File: src/verilog/scsp_pkg.sv
package scsp_pkg;
   // Sampled strap encodings
   localparam logic MGMT_I2C_MASTER  = 1'b1;
   localparam logic MGMT_SMBUS_SLAVE = 1'b0;
   localparam logic FPM_ENABLED      = 1'b0;
   localparam logic POL_ACTIVE_HIGH  = 1'b1;
   // Values held until the first capture after reset release
   localparam logic RST_MGMT_MODE    = 1'b1;
   localparam logic RST_FPM_N        = 1'b1;
   localparam logic RST_POLARITY     = 1'b0;
   // Number of downstream ports
   localparam int   NUM_PORTS        = 4;
   // Default slave address, bit 1 replaced by the strap
   localparam logic [6:0] SLAVE_ADDR_BASE = 7'h44;
   localparam int   SLAVE_ADDR_STRAP_BIT  = 1;
   typedef enum logic [1:0] {SCSP_RESET, SCSP_FILL, SCSP_CAPTURE, SCSP_RUN} scsp_state_t;
endpackage

File: src/verilog/scsp_strap_capture.sv
`timescale 1ns/100ps
// What this block does
// - Strap low: serial data pin serves an external SMBus host as slave.
// - Strap high: serial clock and data pins master an external EEPROM.
// - Mode strap sampled at reset release; 1 is I2C master, 0 SMBus slave.
// - With status enable, mode strap pin shows SuperSpeed suspend, 1 suspended.
// - Power strap sampled at reset release; 0 enables power switching and charge outputs.
// - With power management, NPORT (1 to 4, default four) power-control and as many charge-enable outputs drive ports.
// - In SMBus mode, slave address bit 1 comes from the power strap.
// - With status enable, power strap pin shows 1 while SuperSpeed connected.
// - Polarity strap sampled at reset release; 0 active low, 1 active high.
module scsp_strap_capture #(
   parameter int NPORT = scsp_pkg::NUM_PORTS
) (
   // Clock and reset
   input  wire logic             clk_sys,
   input  wire logic             rstn,
   // Strap pins, input side
   input  wire logic             mgmt_mode_strap,
   input  wire logic             full_power_mgmt_strap_n,
   input  wire logic             power_ctrl_polarity_strap,
   // Strap pins, reused as status outputs
   output logic                  mgmt_mode_pin_out,
   output logic                  mgmt_mode_pin_oe,
   output logic                  full_power_mgmt_pin_out,
   output logic                  full_power_mgmt_pin_oe,
   // Hub core status and control
   input  wire logic             status_output_enable,
   input  wire logic             ss_suspended,
   input  wire logic             ss_connected,
   input  wire logic [NPORT-1:0] port_power_request,
   input  wire logic [NPORT-1:0] port_charge_request,
   // Serial management engine, master side
   input  wire logic             master_scl_drive_low,
   input  wire logic             master_sda_drive_low,
   // Serial management engine, slave side
   input  wire logic             slave_sda_drive_low,
   // Serial management pins
   output logic                  scl_pin_out,
   output logic                  scl_pin_oe,
   output logic                  sda_pin_out,
   output logic                  sda_pin_oe,
   // Captured configuration
   output logic                  i2c_master_mode,
   output logic                  smbus_slave_mode,
   output logic                  power_switching_enabled,
   output logic                  power_ctrl_active_high,
   output logic [6:0]            slave_addr,
   output logic                  straps_valid,
   // Downstream port power
   output logic [NPORT-1:0]      port_power_enable_out,
   output logic [NPORT-1:0]      battery_charge_enable_out
);
   import scsp_pkg::*;

   // The pin budget has four power-control outputs
   if (NPORT < 1 || NPORT > 4) begin : g_nport_check
      $error("NPORT must be 1 to 4");
   end

   scsp_state_t state;
   logic [2:0]  strap_s1;
   logic [2:0]  strap_s2;
   logic        mgmt_mode;
   logic        fpm_n;
   logic        polarity;
   logic        status_on;

   // Straps are asynchronous pins, synchronised before use
   always_ff @(posedge clk_sys or negedge rstn) begin
      if (!rstn) begin
         strap_s1 <= 3'h0;
         strap_s2 <= 3'h0;
      end else begin
         strap_s1 <= {mgmt_mode_strap, full_power_mgmt_strap_n, power_ctrl_polarity_strap};
         strap_s2 <= strap_s1;
      end
   end

   // Capture waits two edges so both synchroniser stages hold the pin level, not their reset value
   always_ff @(posedge clk_sys or negedge rstn) begin
      if (!rstn) begin
         state <= SCSP_RESET;
      end else begin
         unique case (state)
            SCSP_RESET:   state <= SCSP_FILL;
            SCSP_FILL:    state <= SCSP_CAPTURE;
            SCSP_CAPTURE: state <= SCSP_RUN;
            SCSP_RUN:     state <= SCSP_RUN;
         endcase
      end
   end

   // Captured once, then frozen until reset
   always_ff @(posedge clk_sys or negedge rstn) begin
      if (!rstn) begin
         mgmt_mode <= RST_MGMT_MODE;
         fpm_n     <= RST_FPM_N;
         polarity  <= RST_POLARITY;
      end else if (state == SCSP_CAPTURE) begin
         mgmt_mode <= strap_s2[2];
         fpm_n     <= strap_s2[1];
         polarity  <= strap_s2[0];
      end
   end

   // Pins stay inputs until the straps are held, so the capture never reads our own drive
   always_ff @(posedge clk_sys or negedge rstn) begin
      if (!rstn) begin
         status_on <= 1'h0;
      end else begin
         status_on <= (state == SCSP_RUN) && status_output_enable;
      end
   end

   // Mode strap pin reused as suspend status
   always_ff @(posedge clk_sys or negedge rstn) begin
      if (!rstn) begin
         mgmt_mode_pin_out <= 1'h0;
         mgmt_mode_pin_oe  <= 1'h0;
      end else begin
         mgmt_mode_pin_oe  <= status_on;
         mgmt_mode_pin_out <= status_on && ss_suspended;
      end
   end

   // Power strap pin reused as connection status
   always_ff @(posedge clk_sys or negedge rstn) begin
      if (!rstn) begin
         full_power_mgmt_pin_out <= 1'h0;
         full_power_mgmt_pin_oe  <= 1'h0;
      end else begin
         full_power_mgmt_pin_oe  <= status_on;
         full_power_mgmt_pin_out <= status_on && ss_connected;
      end
   end

   // Open-drain serial pins steered by the captured mode
   always_ff @(posedge clk_sys or negedge rstn) begin
      if (!rstn) begin
         scl_pin_out <= 1'b0;
         scl_pin_oe  <= 1'b0;
         sda_pin_out <= 1'b0;
         sda_pin_oe  <= 1'b0;
      end else if (state != SCSP_RUN) begin
         // Open drain: the pins are only ever pulled low
         scl_pin_out <= 1'h0;
         sda_pin_out <= 1'h0;
         scl_pin_oe  <= 1'h0;
         sda_pin_oe  <= 1'h0;
      end else if (mgmt_mode == MGMT_I2C_MASTER) begin
         scl_pin_out <= 1'h0;
         sda_pin_out <= 1'h0;
         scl_pin_oe  <= master_scl_drive_low;
         sda_pin_oe  <= master_sda_drive_low;
      end else begin
         scl_pin_out <= 1'h0;
         sda_pin_out <= 1'h0;
         scl_pin_oe  <= 1'h0;                 // Host owns the clock
         sda_pin_oe  <= slave_sda_drive_low;
      end
   end

   // Mode outputs follow the captured strap only once running, so the core never sees the reset guess
   always_ff @(posedge clk_sys or negedge rstn) begin
      if (!rstn) begin
         straps_valid     <= 1'h0;
         i2c_master_mode  <= 1'h0;
         smbus_slave_mode <= 1'h0;
      end else begin
         straps_valid     <= (state == SCSP_RUN);
         i2c_master_mode  <= (state == SCSP_RUN) && (mgmt_mode == MGMT_I2C_MASTER);
         smbus_slave_mode <= (state == SCSP_RUN) && (mgmt_mode == MGMT_SMBUS_SLAVE);
      end
   end

   // Power configuration
   always_ff @(posedge clk_sys or negedge rstn) begin
      if (!rstn) begin
         power_switching_enabled <= 1'h0;
         power_ctrl_active_high  <= 1'h0;
      end else begin
         power_switching_enabled <= (state == SCSP_RUN) && (fpm_n == FPM_ENABLED);
         power_ctrl_active_high  <= (polarity == POL_ACTIVE_HIGH);
      end
   end

   // Slave address; only one bit depends on a strap, the rest is fixed
   always_ff @(posedge clk_sys or negedge rstn) begin
      if (!rstn) begin
         slave_addr <= SLAVE_ADDR_BASE;
      end else begin
         slave_addr <= SLAVE_ADDR_BASE;
         if (mgmt_mode == MGMT_SMBUS_SLAVE) begin
            slave_addr[SLAVE_ADDR_STRAP_BIT] <= fpm_n;
         end
      end
   end

   // Per-port power and charge outputs; power off is 0 in reset, 1 until capture, then the inactive level of the strapped polarity; charge off is 0
   genvar p;
   generate
      for (p = 0; p < NPORT; p++) begin : g_port
         // Power control; the off level depends on the strapped polarity
         always_ff @(posedge clk_sys or negedge rstn) begin
            if (!rstn) begin
               port_power_enable_out[p] <= 1'h0;
            end else begin
               port_power_enable_out[p] <= ((state == SCSP_RUN) && (fpm_n == FPM_ENABLED) && port_power_request[p])
                                           ~^ polarity;
            end
         end

         // Charge enable is active high whatever the polarity strap says
         always_ff @(posedge clk_sys or negedge rstn) begin
            if (!rstn) begin
               battery_charge_enable_out[p] <= 1'h0;
            end else begin
               battery_charge_enable_out[p] <= (state == SCSP_RUN) && (fpm_n == FPM_ENABLED)
                                               && port_charge_request[p];
            end
         end
      end
   endgenerate
endmodule // scsp_strap_capture

File: config.mk
export PLATFORM = sky130hd
export DESIGN_NAME = scsp_strap_capture
export DESIGN_NICKNAME = d
export VERILOG_FILES = /design/src/verilog/scsp_pkg.sv /design/src/verilog/scsp_strap_capture.sv
export SDC_FILE = /design/constraint.sdc
export NUM_CORES = 1
export LEC_CHECK = 0
export BUFFER_PORTS_ARGS = -buffer_cell sky130_fd_sc_hd__buf_2
export CELL_PAD_IN_SITES_DETAIL_PLACEMENT = 0
export CELL_PAD_IN_SITES_GLOBAL_PLACEMENT = 1
export CORE_MARGIN = 10
export CORE_UTILIZATION = 38
export DETAILED_ROUTE_END_ITERATION = 7
export PLACE_DENSITY_LB_ADDON = 0.1
export SETUP_SLACK_MARGIN = 0.2
export SYNTH_ARGS = -nofsm -noshare
export SYNTH_HDL_FRONTEND = slang
export SYNTH_SLANG_ARGS = --single-unit
File: constraint.sdc
create_clock -name clk_sys -period 2.7 [get_ports clk_sys]
set_clock_uncertainty 0.2 [all_clocks]
set_input_delay 0.135 -clock clk_sys [delete_from_list [all_inputs] [get_ports clk_sys]]
set_output_delay 0.135 -clock clk_sys [all_outputs]
set_load 0.01 [all_outputs]
* Yosys cells after proc, flatten, opt, wreduce, memory -nomap -nowiden
Cells that the tools add are included.
** Cells by class
- Eq/ne operators :: 4
- Mux-type cells :: 6
- Bitwise logic cells :: 6
- Reductions and logical operators :: 16
** Operators with widths (count)
- $logic_and 1x1->1 :: 14
- $pmux 2 s3 :: 1
- $mux 1 :: 5
- $eq 2x2->1 const B :: 2
- $xnor 1x1->1 :: 4
- $eq 2x1->1 const B :: 1
- $logic_not 2->1 :: 1
- $ne 2x2->1 const B :: 1
- $not 1->1 :: 2
- $reduce_or 2->1 :: 1
** Storage, ports and cells
- Register bits after elaboration :: 31
- Bits of input ports :: 19
- Output and inout bits :: 28
- Word-level logic and storage cells :: 58

* Logic depth before layout (Yosys ltp)
- Depth after elaboration :: 4
- Gate-level depth with buffers :: 3
- Depth with buffers taken out :: 2

* Worst setup path before layout
OpenSTA, ideal clock, no wires.
- Path type :: register -> register
- Start point :: register state[0]
- End point :: register polarity
- Library setup time :: 125 ps
- Arrival :: 897 ps
- Data required time :: 2375 ps
- Setup slack :: 1478 ps
- Cell stages (with the launch flop) :: 3
- Path buffers :: 0
- Clock period less this slack :: 1222 ps
- Path through :: dfrtp_1 and2b_1 mux2_2
** On the way
- Longest elaborated chain between the ends :: 1
** Ends and longest elaborated chain
- start, declared :: RTL line scsp_strap_capture.sv:61 : scsp_state_t state;
- start signal, assigned :: RTL line scsp_strap_capture.sv:83 : state <= SCSP_RESET;
- start signal, assigned :: RTL line scsp_strap_capture.sv:86 : SCSP_RESET: state <= SCSP_FILL;
- start signal, assigned :: RTL line scsp_strap_capture.sv:87 : SCSP_FILL: state <= SCSP_CAPTURE;
- $eq 2x2->1 :: RTL line scsp_strap_capture.sv:100 : end else if (state == SCSP_CAPTURE) begin
- end signal, assigned :: RTL line scsp_strap_capture.sv:103 : polarity <= strap_s2[0];
- end, declared :: RTL line scsp_strap_capture.sv:66 : logic polarity;
Every way passes these cells.
A chain may end at the register's enable or synchronous reset.

* Worst setup path after layout
- Start point :: register mgmt_mode
- End point :: register sda_pin_oe
** On the way
- Longest elaborated chain between the ends :: 2
** Ends and longest elaborated chain
- start, declared :: RTL line scsp_strap_capture.sv:64 : logic mgmt_mode;
- start signal, assigned :: RTL line scsp_strap_capture.sv:101 : mgmt_mode <= strap_s2[2];
- $mux 1 :: RTL line scsp_strap_capture.sv:151 : end else if (mgmt_mode == MGMT_I2C_MASTER) begin
- $mux 1 :: RTL line scsp_strap_capture.sv:145 : end else if (state != SCSP_RUN) begin
- end signal, assigned :: RTL line scsp_strap_capture.sv:155 : sda_pin_oe <= master_sda_drive_low;
- end signal, assigned :: RTL line scsp_strap_capture.sv:160 : sda_pin_oe <= slave_sda_drive_low;
- end, declared :: RTL line scsp_strap_capture.sv:42 : output logic sda_pin_oe,
Every way passes these cells.

==> impl_metrics.tcl <==
set metrics [dict create \
    die_x_um 73.5 \
    mostFrequentLayoutCell "buf_2" \
    n_antenna_cell 0 \
    ir_drop_mv 0.437 \
    gr-usage-met1_pct 9.39 \
    path_class "flip-flop to flip-flop" \
    vias_per_cell 4.24 \
    synth_top_family_by_area "simple AND/OR/NAND/NOR gates" \
    fin_nets 151 \
    fin_area_mm2 0.00151 \
    wl_per_cell_um 13.1 \
    vias 696 \
    busiest_layer "met2" \
    hold_viol 0 \
    antenna_found_initial 0 \
    crit_required_ns 2.71 \
    cp_max_fo 5 \
    h-tree-depth 2 \
    grt_util_met3_pct 5.65 \
    die_h_um 73.5 \
    dpl_cell_area_mm2 0.00126 \
    grt_use_total_pct 8.65 \
    synthSimpleGateAreaFrac_pct 12.7 \
    status "completed" \
    cap_violations 0 \
    arrival_ns 1.68 \
    slew_violations 0 \
    cts_root_buffer "clkbuf_4" \
    grt_pass1_vias 724 \
    powerDensity_mw_per_mm2 590 \
    synth_seq_cells 31 \
    grt_pass1_wl_um 3530 \
    fin_tns_setup_ns 0 \
    setup_ws_ns 1.04 \
    critical_path.cell_chain "mux2i_1, dlygate4sd3_1, nor2_1" \
    yosys-mux-area-fraction_pct 4.03 \
    post-route-drc-count 0 \
    clock_latency_ns 0.32 \
    worst_pin_slew_ns 0.651 \
    synth_compound_area_share_pct 0 \
    cts_made_buffers 5 \
    fillers 247 \
    place_ws_ns 1.28 \
    syn_to_final_growth_pct 38.5 \
    start_util_pct 39.4 \
    synthDistinctLibCells 20 \
    port_buffers 38 \
    slowest_stage "dfstp_2" \
    clk_path_buf_depth 2 \
    synth_warnings 0 \
    fin_util_pct 54.6 \
    max_stage_delay_ns 0.59 \
    hpwl_um 1540 \
    ios 47 \
    num_rows 19 \
    overflow 0 \
    period_minus_slack_ns 1.66 \
    ys_seq_area_share_pct 71.6 \
    postSynthAreaPerCell_um2 14.5 \
    synthXorXnorAreaFrac_pct 3.22 \
    place.gp.congestion 0.690 \
    cp-end-kind "flip-flop" \
    drive_gt1_share_pct 38.3 \
    die-area_mm2 0.00540 \
    grt_max_degree 32 \
    hold_ws_ns 0.156 \
    holdCritPathClass "flip-flop to flip-flop" \
    layout_common_cells "38 x buf_2, 29 x dfrtp_1, 18 x dlygate4sd3_1, 8 x conb_1, 7 x and2_1" \
    timing.critical_path.buf_inv 1 \
    timing.fmax_mhz 601 \
    leakagePower_nw 0.750 \
    setup_viol 0 \
    drtPass1Iterations 2 \
    synth_cells 75 \
    coreArea_mm2 0.00276 \
    met2_usage_pct 12.7 \
    path_clk_slew_ns 0.09 \
    fin_crit_sh_pct 61.6 \
    synth_fa_ha_area_share_pct 0 \
    ant_nets 0 \
    cts_tree "yes" \
    rsz0062_at_grt "false" \
    clock_sinks 31 \
    wl_um 2140 \
    crit_family "flip-flops" \
    syn-cell-area_mm2 0.00109 \
    relSlewSlack_pct 56.6 \
    cts_setup_buffers 0 \
    drt_iter0_drc 29 \
    critPathLaunchType "flip-flop" \
]
[flip-flops by register name, summed over array words and instances, names as in the netlist, 2 cells and up]
name                       count
battery_charge_enable_out      4
port_power_enable_out          4
state                          2
strap_s1                       3
strap_s2                       3
[per-stage QoR]
stage	total power, W	std cells
after CTS	0.000910	164
after floorplan	0.000548	81
after detailed placement	0.000583	138
after global placement	0.000581	138
final	0.000889	164
after global routing	0.000943	164
[where the power goes]
group	switching, W	total [W]	internal [W]
logic	0.0000434	0.0000928	0.0000495
clock network	0.000144	0.000297	0.000153
registers	0.00000909	0.000499	0.000490
[what timing repair did]
| item | in CTS | in global routing |
|---|---|---|
| hold endpoints to repair | 45 | 0 |
| hold buffers | 18 | 0 |
| resized for setup | 0 | 0 |
[worst paths after layout]
| path | from | to | slack (ns) | depth (start not counted) |
|---|---|---|---|---|
| worst max-delay path | mgmt_mode | sda_pin_oe | 1.04 | 3 |
| worst min-delay path | strap_s1[0] | strap_s2[0] | 0.16 | 0 |
| worst max register to register | mgmt_mode | sda_pin_oe | 1.04 | 3 |
| worst min register to register | strap_s1[0] | strap_s2[0] | 0.16 | 0 |
| max in group asynchronous | rstn | sda_pin_oe | 1.70 | 2 |
| min in group asynchronous | rstn | mgmt_mode_pin_out | 0.17 | 2 |
[area by class of cell]
type	instances	area [um^2]	area share, %
Timing Repair Buffer	56	370	24.6
Inverter	1	3.75	0.249
Tap cell	31	38.8	2.57
Multi-Input combinational cell	37	246	16.4
Clock buffer	8	68.8	4.57
Sequential cell	31	778	51.7
[layer usage]
layer / part of all wire, % / vias to the layer above
met4: 1.7 / 0
met1: 40 / 324
met2: 48 / 31
met5: 0 / -
li1: - / 336
met3: 10 / 5
[logic make-up after synthesis]
| family | after synthesis |
|---|---|
| other | 2 |
| muxes | 4 |
| DFF | 31 |
| buffers and inverters | 13 |
| and+or+nand+nor | 21 |
| xor gates and xnor gates | 4 |
[synthesized netlist by cell type (all sizes together)]
| master | n | share of area (%) |
|---|---|---|
| and2 | 7 | 4.0 |
| and2b | 1 | 0.69 |
| and3 | 2 | 1.2 |
| and3b | 1 | 0.81 |
| buf | 11 | 7.1 |
| clkbuf | 1 | 0.34 |
| conb | 2 | 0.69 |
| dfrtp | 29 | 67 |
| dfstp | 2 | 4.8 |
| inv | 1 | 0.34 |
| mux2 | 3 | 3.1 |
| mux2i | 1 | 0.92 |
| nand2 | 1 | 0.34 |
| nand2b | 1 | 0.58 |
| nand4b | 4 | 3.2 |
| nor2 | 2 | 0.69 |
| nor2b | 1 | 0.58 |
| or2 | 1 | 0.58 |
| xor2 | 4 | 3.2 |
[worst reg2reg max path, stage by stage, from the launching register on]
cell and delay (ns):
dfstp_2 0.59, mux2i_1 0.17, dlygate4sd3_1 0.56, nor2_1 0.04
Note: power is estimated with default switching activity, not from simulation.
